--- config.mk ---
export PLATFORM = sky130hd
export DESIGN_NAME = tofm_i2c_target
export DESIGN_NICKNAME = d
export VERILOG_FILES = /design/src/common/tofm_pkg.sv /design/src/common/tofm_mem_if.sv /design/src/design/tofm_i2c_target.sv /design/src/design/tofm_mem.sv
export VERILOG_INCLUDE_DIRS = /design/src /design/src/common
export SDC_FILE = /design/constraint.sdc
export NUM_CORES = 2
export LEC_CHECK = 0
export CAP_MARGIN = 20
export CORE_AREA = 3 3 535 537
export DETAILED_ROUTE_END_ITERATION = 10
export DIE_AREA = 0 0 538 540
export DONT_BUFFER_PORTS = 1
export GPL_TIMING_DRIVEN = 1
export HOLD_SLACK_MARGIN = 0.03
export PLACE_DENSITY = 0.73
export SLEW_MARGIN = 20
export SYNTH_ARGS = -nofsm -noshare
export SYNTH_HDL_FRONTEND = slang
export SYNTH_SLANG_ARGS = --single-unit
export TNS_END_PERCENT = 10
--- constraint.sdc ---
create_clock -name i_ref_clk -period 18.5 [get_ports i_ref_clk]
set_clock_uncertainty 0.15 [all_clocks]
set_input_delay 3.7 -clock i_ref_clk [delete_from_list [all_inputs] [get_ports i_ref_clk]]
set_output_delay 3.7 -clock i_ref_clk [all_outputs]
set_load 0.01 [all_outputs]
--- src/common/tofm_regs.svh ---
// register offsets, bus addresses, eeprom layout and prescribed values
`ifndef TOFM_REGS_SVH
`define TOFM_REGS_SVH

// bus target addresses (7 bit)
`define TOFM_SENS_ADDR    7'h57
`define TOFM_EEP_ADDR     7'h50

// sensor setting registers
`define TOFM_REG_10       8'h10
`define TOFM_REG_11       8'h11
`define TOFM_REG_13       8'h13
`define TOFM_REG_18       8'h18
`define TOFM_REG_19       8'h19
`define TOFM_REG_60       8'h60
`define TOFM_REG_90       8'h90
`define TOFM_REG_91       8'h91
`define TOFM_NUM_REGS     8

// prescribed initialisation values
`define TOFM_VAL_10       8'h04
`define TOFM_VAL_11       8'h6E
`define TOFM_VAL_13       8'h71
`define TOFM_VAL_18       8'h22
`define TOFM_VAL_19       8'h22
`define TOFM_VAL_60       8'h01
`define TOFM_VAL_90       8'h0F
`define TOFM_VAL_91       8'hFF

// register reset value and unmapped read value
`define TOFM_REG_RST      8'h00
`define TOFM_UNMAPPED     8'h00

// eeprom layout
`define TOFM_EEP_DEPTH    512
`define TOFM_EEP_AW       9
`define TOFM_SERIAL_BASE  9'h000
`define TOFM_USER_BASE    9'h010
`define TOFM_FACT_BASE    9'h020
`define TOFM_SECT_BYTES   16

`endif

--- src/common/tofm_pkg.sv ---
// types shared by the configuration target and its storage
package tofm_pkg;

  typedef enum logic [2:0] {
    TOFM_IDLE,
    TOFM_ADDR,
    TOFM_ADDR_ACK,
    TOFM_INDEX,
    TOFM_INDEX_ACK,
    TOFM_WDATA,
    TOFM_WDATA_ACK,
    TOFM_RDATA
  } tofm_state_t;

  typedef struct packed {
    tofm_state_t       state;
    logic              host_ack;  // read byte acknowledged phase
    logic [7:0]        sh;
    logic [3:0]        bitn;
    logic              eep;
    logic              rw;
    logic [8:0]        ptr;
    logic              pull;
    logic              scl;
    logic              sda;
    logic [7:0][7:0]   regs;
    logic              wr;
    logic [8:0]        wa;
    logic [7:0]        wd;
    logic              init_ok;
  } tofm_top_st_t;

  typedef struct packed {
    logic [7:0] rdata;
  } tofm_mem_st_t;

endpackage

--- src/common/tofm_mem_if.sv ---
// storage port between the bus target and the eeprom array
`timescale 1ns/1ps
interface tofm_mem_if #(parameter int AW = 9);
  logic          we;
  logic [AW-1:0] addr;
  logic [7:0]    wdata;
  logic [7:0]    rdata;

  modport ctl (output we, output addr, output wdata, input rdata);
  modport mem (input we, input addr, input wdata, output rdata);
endinterface

--- src/design/tofm_i2c_target.sv ---
// i2c target for the sensor setting registers and the calibration eeprom
// Overview of operation
// - answer sensor traffic only at address 0x57
// - direction bit high reads, low writes
// - eeprom answers at separate addresses 0x50/0x51, low bit picks upper half
// - eeprom holds 512 byte-addressable bytes
// - serial, user, factory sets at 0x00/0x10/0x20
// - factory calibration set never changes
// - user set starts as factory copy
`timescale 1ns/1ps
`include "tofm_regs.svh"
module tofm_i2c_target #(
  parameter logic [127:0] SERIAL_NUM  = 128'h0,  // arbitrary value
  parameter logic [127:0] FACTORY_CAL = 128'h0
) (
  input  wire logic i_ref_clk,
  input  wire logic i_rst,
  input  wire logic i_scl,
  input  wire logic i_sda,
  output logic      o_sda_out,
  output logic      o_sda_oe_n,
  output logic      o_init_ok
);

  localparam logic [6:0] SENS_ADDR = `TOFM_SENS_ADDR;
  localparam logic [6:0] EEP_ADDR  = `TOFM_EEP_ADDR;
  localparam logic [8:0] FACT_BASE = `TOFM_FACT_BASE;
  localparam logic [8:0] USER_BASE = `TOFM_USER_BASE;

  localparam logic [7:0][7:0] PRESCRIBED = {
    `TOFM_VAL_91, `TOFM_VAL_90, `TOFM_VAL_60, `TOFM_VAL_19,
    `TOFM_VAL_18, `TOFM_VAL_13, `TOFM_VAL_11, `TOFM_VAL_10
  };

  tofm_pkg::tofm_top_st_t st_q;
  tofm_pkg::tofm_top_st_t st_d;
  tofm_mem_if #(.AW(`TOFM_EEP_AW)) mif ();

  // maps a register index to {hit, slot}
  function automatic logic [3:0] reg_slot(input logic [7:0] idx);
    case (idx)
      `TOFM_REG_10: reg_slot = 4'h8;
      `TOFM_REG_11: reg_slot = 4'h9;
      `TOFM_REG_13: reg_slot = 4'hA;
      `TOFM_REG_18: reg_slot = 4'hB;
      `TOFM_REG_19: reg_slot = 4'hC;
      `TOFM_REG_60: reg_slot = 4'hD;
      `TOFM_REG_90: reg_slot = 4'hE;
      `TOFM_REG_91: reg_slot = 4'hF;
      default:      reg_slot = 4'h0;
    endcase
  endfunction

  // true when a write would land in the factory set
  function automatic logic in_factory(input logic [8:0] a);
    in_factory = (a >= FACT_BASE) && (a < FACT_BASE + USER_BASE);
  endfunction

  logic       scl_rise;
  logic       scl_fall;
  logic       bus_start;
  logic       bus_stop;
  logic [7:0] rx_byte;
  logic [3:0] slot;
  logic [7:0] tx_byte;

  // bus events from the sampled lines
  assign scl_rise  = i_scl & ~st_q.scl;
  assign scl_fall  = ~i_scl & st_q.scl;
  assign bus_start = st_q.scl & i_scl & st_q.sda & ~i_sda;
  assign bus_stop  = st_q.scl & i_scl & ~st_q.sda & i_sda;
  assign rx_byte   = {st_q.sh[6:0], i_sda};
  assign slot      = reg_slot(st_q.ptr[7:0]);

  // byte presented on a read, from eeprom or register bank
  always_comb begin
    if (st_q.eep) begin
      tx_byte = mif.rdata;
    end else if (slot[3]) begin
      tx_byte = st_q.regs[slot[2:0]];
    end else begin
      tx_byte = `TOFM_UNMAPPED;
    end
  end

  // storage port: pending write has priority over the read pointer
  assign mif.we    = st_q.wr;
  assign mif.addr  = st_q.wr ? st_q.wa : st_q.ptr;
  assign mif.wdata = st_q.wd;

  // protocol engine
  always_comb begin
    st_d     = st_q;
    st_d.scl = i_scl;
    st_d.sda = i_sda;
    st_d.wr  = 1'b0;
    st_d.init_ok = (st_q.regs == PRESCRIBED);
    if (bus_stop) begin
      st_d.state = tofm_pkg::TOFM_IDLE;
      st_d.pull  = 1'b0;
    end else if (bus_start) begin
      st_d.state    = tofm_pkg::TOFM_ADDR;
      st_d.bitn     = 4'h0;
      st_d.pull     = 1'b0;
      st_d.host_ack = 1'b0;
    end else begin
      case (st_q.state)
        tofm_pkg::TOFM_IDLE: begin
          st_d.pull = 1'b0;
        end
        tofm_pkg::TOFM_ADDR, tofm_pkg::TOFM_INDEX, tofm_pkg::TOFM_WDATA: begin
          if (scl_rise) begin
            st_d.sh   = rx_byte;
            st_d.bitn = st_q.bitn + 4'h1;
            if (st_q.bitn == 4'h7) begin
              if (st_q.state == tofm_pkg::TOFM_ADDR) begin
                st_d.rw = rx_byte[0];
                if (rx_byte[7:1] == SENS_ADDR) begin
                  st_d.eep   = 1'b0;
                  st_d.state = tofm_pkg::TOFM_ADDR_ACK;
                end else if (rx_byte[7:2] == EEP_ADDR[6:1]) begin
                  st_d.eep    = 1'b1;
                  st_d.ptr[8] = rx_byte[1];
                  st_d.state  = tofm_pkg::TOFM_ADDR_ACK;
                end else begin
                  st_d.state = tofm_pkg::TOFM_IDLE;
                end
              end else if (st_q.state == tofm_pkg::TOFM_INDEX) begin
                st_d.ptr   = {st_q.eep & st_q.ptr[8], rx_byte};
                st_d.state = tofm_pkg::TOFM_INDEX_ACK;
              end else begin
                if (st_q.eep) begin
                  st_d.wr = ~in_factory(st_q.ptr);
                  st_d.wa = st_q.ptr;
                  st_d.wd = rx_byte;
                  st_d.ptr = st_q.ptr + 9'h001;
                end else begin
                  if (slot[3]) begin
                    st_d.regs[slot[2:0]] = rx_byte;
                  end
                  st_d.ptr = {1'b0, st_q.ptr[7:0] + 8'h01};
                end
                st_d.state = tofm_pkg::TOFM_WDATA_ACK;
              end
            end
          end
        end
        tofm_pkg::TOFM_ADDR_ACK, tofm_pkg::TOFM_INDEX_ACK, tofm_pkg::TOFM_WDATA_ACK: begin
          if (scl_fall) begin
            if (st_q.bitn == 4'h8) begin
              st_d.pull = 1'b1; // acknowledge
              st_d.bitn = 4'h9;
            end else begin
              st_d.pull = 1'b0;
              st_d.bitn = 4'h0;
              if (st_q.state == tofm_pkg::TOFM_ADDR_ACK && st_q.rw) begin
                st_d.state = tofm_pkg::TOFM_RDATA;
                st_d.sh    = tx_byte;
                st_d.pull  = ~tx_byte[7];
              end else if (st_q.state == tofm_pkg::TOFM_ADDR_ACK) begin
                st_d.state = tofm_pkg::TOFM_INDEX;
              end else begin
                st_d.state = tofm_pkg::TOFM_WDATA;
              end
            end
          end
        end
        tofm_pkg::TOFM_RDATA: begin
          if (scl_rise) begin
            if (st_q.host_ack) begin
              if (i_sda) begin
                st_d.state = tofm_pkg::TOFM_IDLE; // host ended the read
              end else begin
                st_d.bitn = 4'hA;
              end
            end else begin
              st_d.bitn = st_q.bitn + 4'h1;
              if (st_q.bitn == 4'h7) begin
                st_d.host_ack = 1'b1;
                st_d.ptr = st_q.eep ? st_q.ptr + 9'h001 : {1'b0, st_q.ptr[7:0] + 8'h01};
              end
            end
          end else if (scl_fall) begin
            if (!st_q.host_ack) begin
              st_d.sh   = {st_q.sh[6:0], 1'b0};
              st_d.pull = ~st_q.sh[6];
            end else if (st_q.bitn == 4'h8) begin
              st_d.pull = 1'b0; // release for host acknowledge
            end else if (st_q.bitn == 4'hA) begin
              st_d.host_ack = 1'b0;
              st_d.bitn     = 4'h0;
              st_d.sh       = tx_byte;
              st_d.pull     = ~tx_byte[7];
            end
          end
        end
        default: begin
          st_d.state = tofm_pkg::TOFM_IDLE;
        end
      endcase
    end
  end

  // state register
  always_ff @(posedge i_ref_clk or posedge i_rst) begin
    if (i_rst) begin
      st_q          <= '0;
      st_q.state    <= tofm_pkg::TOFM_IDLE;
      st_q.scl      <= 1'b1;
      st_q.sda      <= 1'b1;
      st_q.regs     <= {`TOFM_NUM_REGS{`TOFM_REG_RST}};
    end else begin
      st_q <= st_d;
    end
  end

  // calibration storage
  tofm_mem #(
    .SERIAL_NUM  (SERIAL_NUM),
    .FACTORY_CAL (FACTORY_CAL)
  ) u_mem (
    .i_ref_clk (i_ref_clk),
    .port      (mif.mem)
  );

  assign o_sda_out  = 1'b0;        // open drain: only ever pulls low
  assign o_sda_oe_n = ~st_q.pull;
  assign o_init_ok  = st_q.init_ok;

endmodule // tofm_i2c_target

--- src/design/tofm_mem.sv ---
// calibration eeprom array with registered read data
`timescale 1ns/1ps
`include "tofm_regs.svh"
module tofm_mem #(
  parameter int           DEPTH       = `TOFM_EEP_DEPTH,
  parameter int           AW          = `TOFM_EEP_AW,
  parameter logic [127:0] SERIAL_NUM  = 128'h0,  // arbitrary value
  parameter logic [127:0] FACTORY_CAL = 128'h0
) (
  input  wire logic i_ref_clk,
  tofm_mem_if.mem   port
);

  logic [7:0]        arr [DEPTH];
  tofm_pkg::tofm_mem_st_t st_q;
  tofm_pkg::tofm_mem_st_t st_d;

  // manufacture image: serial number, user copy of factory set, factory set
  initial begin
    for (int i = 0; i < DEPTH; i++) begin
      arr[i] = 8'hFF;
    end
    for (int i = 0; i < `TOFM_SECT_BYTES; i++) begin
      arr[int'(`TOFM_SERIAL_BASE) + i] = SERIAL_NUM[8*(15-i) +: 8];
      arr[int'(`TOFM_USER_BASE) + i]   = FACTORY_CAL[8*(15-i) +: 8];
      arr[int'(`TOFM_FACT_BASE) + i]   = FACTORY_CAL[8*(15-i) +: 8];
    end
  end

  // next read value
  always_comb begin
    st_d       = st_q;
    st_d.rdata = arr[port.addr];
  end

  // byte-addressable storage, read data registered
  always_ff @(posedge i_ref_clk) begin
    st_q <= st_d;
    if (port.we) begin
      arr[port.addr] <= port.wdata;
    end
  end

  assign port.rdata = st_q.rdata;

endmodule // tofm_mem

==> results.cfg <==
[outcome]
status = completed

[floorplanning]
num_rows = 195
io_pins = 7
fp.dieArea_um2 = 291000
core-area_um2 = 282000
start_util = 0.579
fp.dieH_um = 540
dieWidth_um = 538

[clocking]
clk_path_buf_depth = 4
post_cts_buffers = 0
clk-insertion-delay-late_ns = 0.96
root_buffer = clkbuf_16
clkTransAtPathRegs_ns = 0.07
cts.sinks = 4216
ctsHtreeMaxLevel = 5
cts_buffers = 404
cts_tree = done
cts_resized = 0
cts_hold_buf = 0

[logic_synthesis]
syn-instance-count = 8032
synth_cell_type_count = 76
synth_async_sr_flop_share = 0.0266
yosys_warnings = 0
synth_area_um2 = 163000
synth-seq-cells = 4216
synth_edf_count = 4096
ys.flop_type = edfxtp_1
avgSynthCellArea_um2 = 20.3
syn_nets = 8045
synth_seq_area_share = 0.771

[timing]
rsz0062_at_grt = no
fmax_mhz = 137
fin_crit_sh = 0.394
finalCriticalPeriod_ns = 7.29
slew_violations = 0
relSlewSlack = 0.172
setup_tns_ns = 0
finalSetupViolCount = 0
worstMarginPinSlew_ns = 1.24
hold_viol = 0

[grt]
grt_pass1_wl_mm = 594
grt_pass1_vias = 82900
overflow = 0
grt_max_degree = 260
antenna_found_initial = 25
globalRouteTotalUtil = 0.283

[setup_path]
critPathMaxFanout = 88
reg2reg_setup_slack_ns = 11.21
crit_start = mif.we
cpPeakStageDelay_ns = 0.78
cp_cell_sequence = buf_4, mux2_8, buf_4, buf_12, buf_12, buf_4, mux4_2, a22oi_1, a21oi_1, nor4_2, mux2i_1, a2111oi_0, o2111ai_1
reg2regPathDepth = 13
crit_type = flop to flop
worstPathRequired_ns = 19.16
timing.rr.start = mif.we
crit_top_cell = buf_4
rr_endpoint = u_mem.port.rdata[0]
arrival_ns = 7.96
crit_slowest_cell = buf_4
end_kind = flop
cp-start-kind = flop

[drt]
route.final.wire_length_mm = 412
ant_nets = 0
wire_per_inst_um = 33.8
first_iter_violations = 13000
drcViolationCount = 0
dr_total_vias = 84100
dr.pass1.iters = 8
routed_via_density = 6.91

[min_path]
hold_depth = 1
holdPathEnd = st_q[28]
hp-class = flop to flop
hold_path_startpoint = st_q[28]

[layout]
layout_common_cells = 4096 x edfxtp_1, 904 x mux4_2, 560 x nor2_1
final_common_cell = edfxtp_1
drive_gt1_frac = 0.212
fill_cells = 18200
fin_nets = 8096
fin_util = 0.640
syn_to_final_growth_pct = 10.6

[power_and_ir_drop]
p_total_w = 0.0187
vdd_drop_max_mv = 0.0868
p_leak_nw = 48.7
powerDensity_nw_per_um2 = 103

[placement]
dpl.hpwl_mm = 233
portBuffers = 0
gp_congestion = 0.864

[flow_run]
cap_violations = 0
==> critical path, delay by kind of cell, from the launching register on <==
family,cells,cell delay (ns)
buffers and inverters,5,2.99
multiplexers,3,1.37
AO/OA/AOI/OAI,4,1.28
AND/OR/NAND/NOR,1,0.76
flip-flops,1,0.32
==> stage by stage <==
| stage | area (um2) | worst slack [ns] | hold WS (ns) | instances |
|---|---|---|---|---|
| 6_report | 181000 | 11.21 | 0.382 | 12200 |
| 3_3_place_gp | 167000 | 11.10 | 0.354 | 11400 |
| 5_1_grt | 181000 | 10.62 | 0.409 | 12200 |
| 3_5_place_dp | 167000 | 11.12 | 0.362 | 11400 |
| 2_1_floorplan | 163000 | 10.88 | 0.337 | 8032 |
| 4_1_cts | 180000 | 11.10 | 0.379 | 12200 |
==> flip-flops by register name, indices dropped and copies added (netlist names) <==
register / flops
mif.we: 1
mif.wdata: 8
u_mem.arr: 4096
o_init_ok: 1
rx_byte: 7
st_q: 95
u_mem.port.rdata: 8
==> metal layers <==
metal | global-route usage | vias to the layer above | routed length (um)
li1 | - | 33400 | -
met1 | 0.404 | 44000 | 150000
met2 | 0.422 | 5818 | 193000
met3 | 0.0754 | 952 | 50700
met4 | 0.116 | 10 | 18500
met5 | 0 | - | 74
==> cells in the mapped netlist, types with 15 or more instances <==
library cell	n	area share
clkbuf_1	248	0.0057
and2_1	19	0.00073
nor4_1	41	0.0016
nand4_1	20	0.00077
nor2_1	560	0.013
nand2_1	355	0.0082
edfxtp_1	4096	0.75
a22oi_1	344	0.016
buf_2	158	0.0048
o41ai_1	37	0.0020
dfrtp_1	110	0.017
a21oi_1	206	0.0063
a41oi_1	52	0.0028
buf_1	71	0.0016
o21ai_0	43	0.0013
mux4_2	904	0.12
mux2_2	91	0.0063
mux2i_1	255	0.016
inv_1	19	0.00044
o22ai_1	130	0.0050
nand3_1	36	0.0011
nor3_1	15	0.00046
buf_4	30	0.0014
==> cells by family (layout without fill, tap and decap cells) <==
logic type | count (synthesis) | after routing | synth area share
simple gates | 1112 | 1112 | 0.0287
other cells | 1 | 25 | 0.0000230
xor+xnor | 4 | 4 | 0.000215
fa+ha+maj | 9 | 9 | 0.000690
mux | 1251 | 1251 | 0.147
compound gates | 902 | 902 | 0.0376
flops | 4216 | 4216 | 0.771
buf+inv | 537 | 924 | 0.0147
==> report_power, final <==
group          internal (W)  switching [W]  leakage, nW
combinational     0.0000588      0.0000939         10.0
clock               0.00455        0.00356         6.31
sequential           0.0103      0.0000622         32.3
total                0.0149        0.00372         48.7
==> final cells by class <==
type / instances / area, um2 / area share
antenna: 24 / 60.1 / 0.000333
clock buffer: 500 / 10600 / 0.0589
clock inverter: 242 / 2360 / 0.0131
inverter: 19 / 73.8 / 0.000409
multi-input combinational: 3279 / 35300 / 0.196
sequential: 4216 / 126000 / 0.698
tap: 3743 / 4680 / 0.0259
timing repair buffer: 163 / 1470 / 0.00811
==> how the worst max path moves through the flow <==
stage                          end  slack [ns]  depth (start not counted)
2_1_floorplan      u_mem.arr[0][0]       10.88                          0
3_3_place_gp   u_mem.port.rdata[0]       11.10                         13
3_5_place_dp   u_mem.port.rdata[0]       11.12                         13
4_1_cts        u_mem.port.rdata[0]       11.10                         13
5_1_grt        u_mem.port.rdata[0]       10.62                         13
6_report       u_mem.port.rdata[0]       11.21                         13
Power figures use the tool's default switching activity.
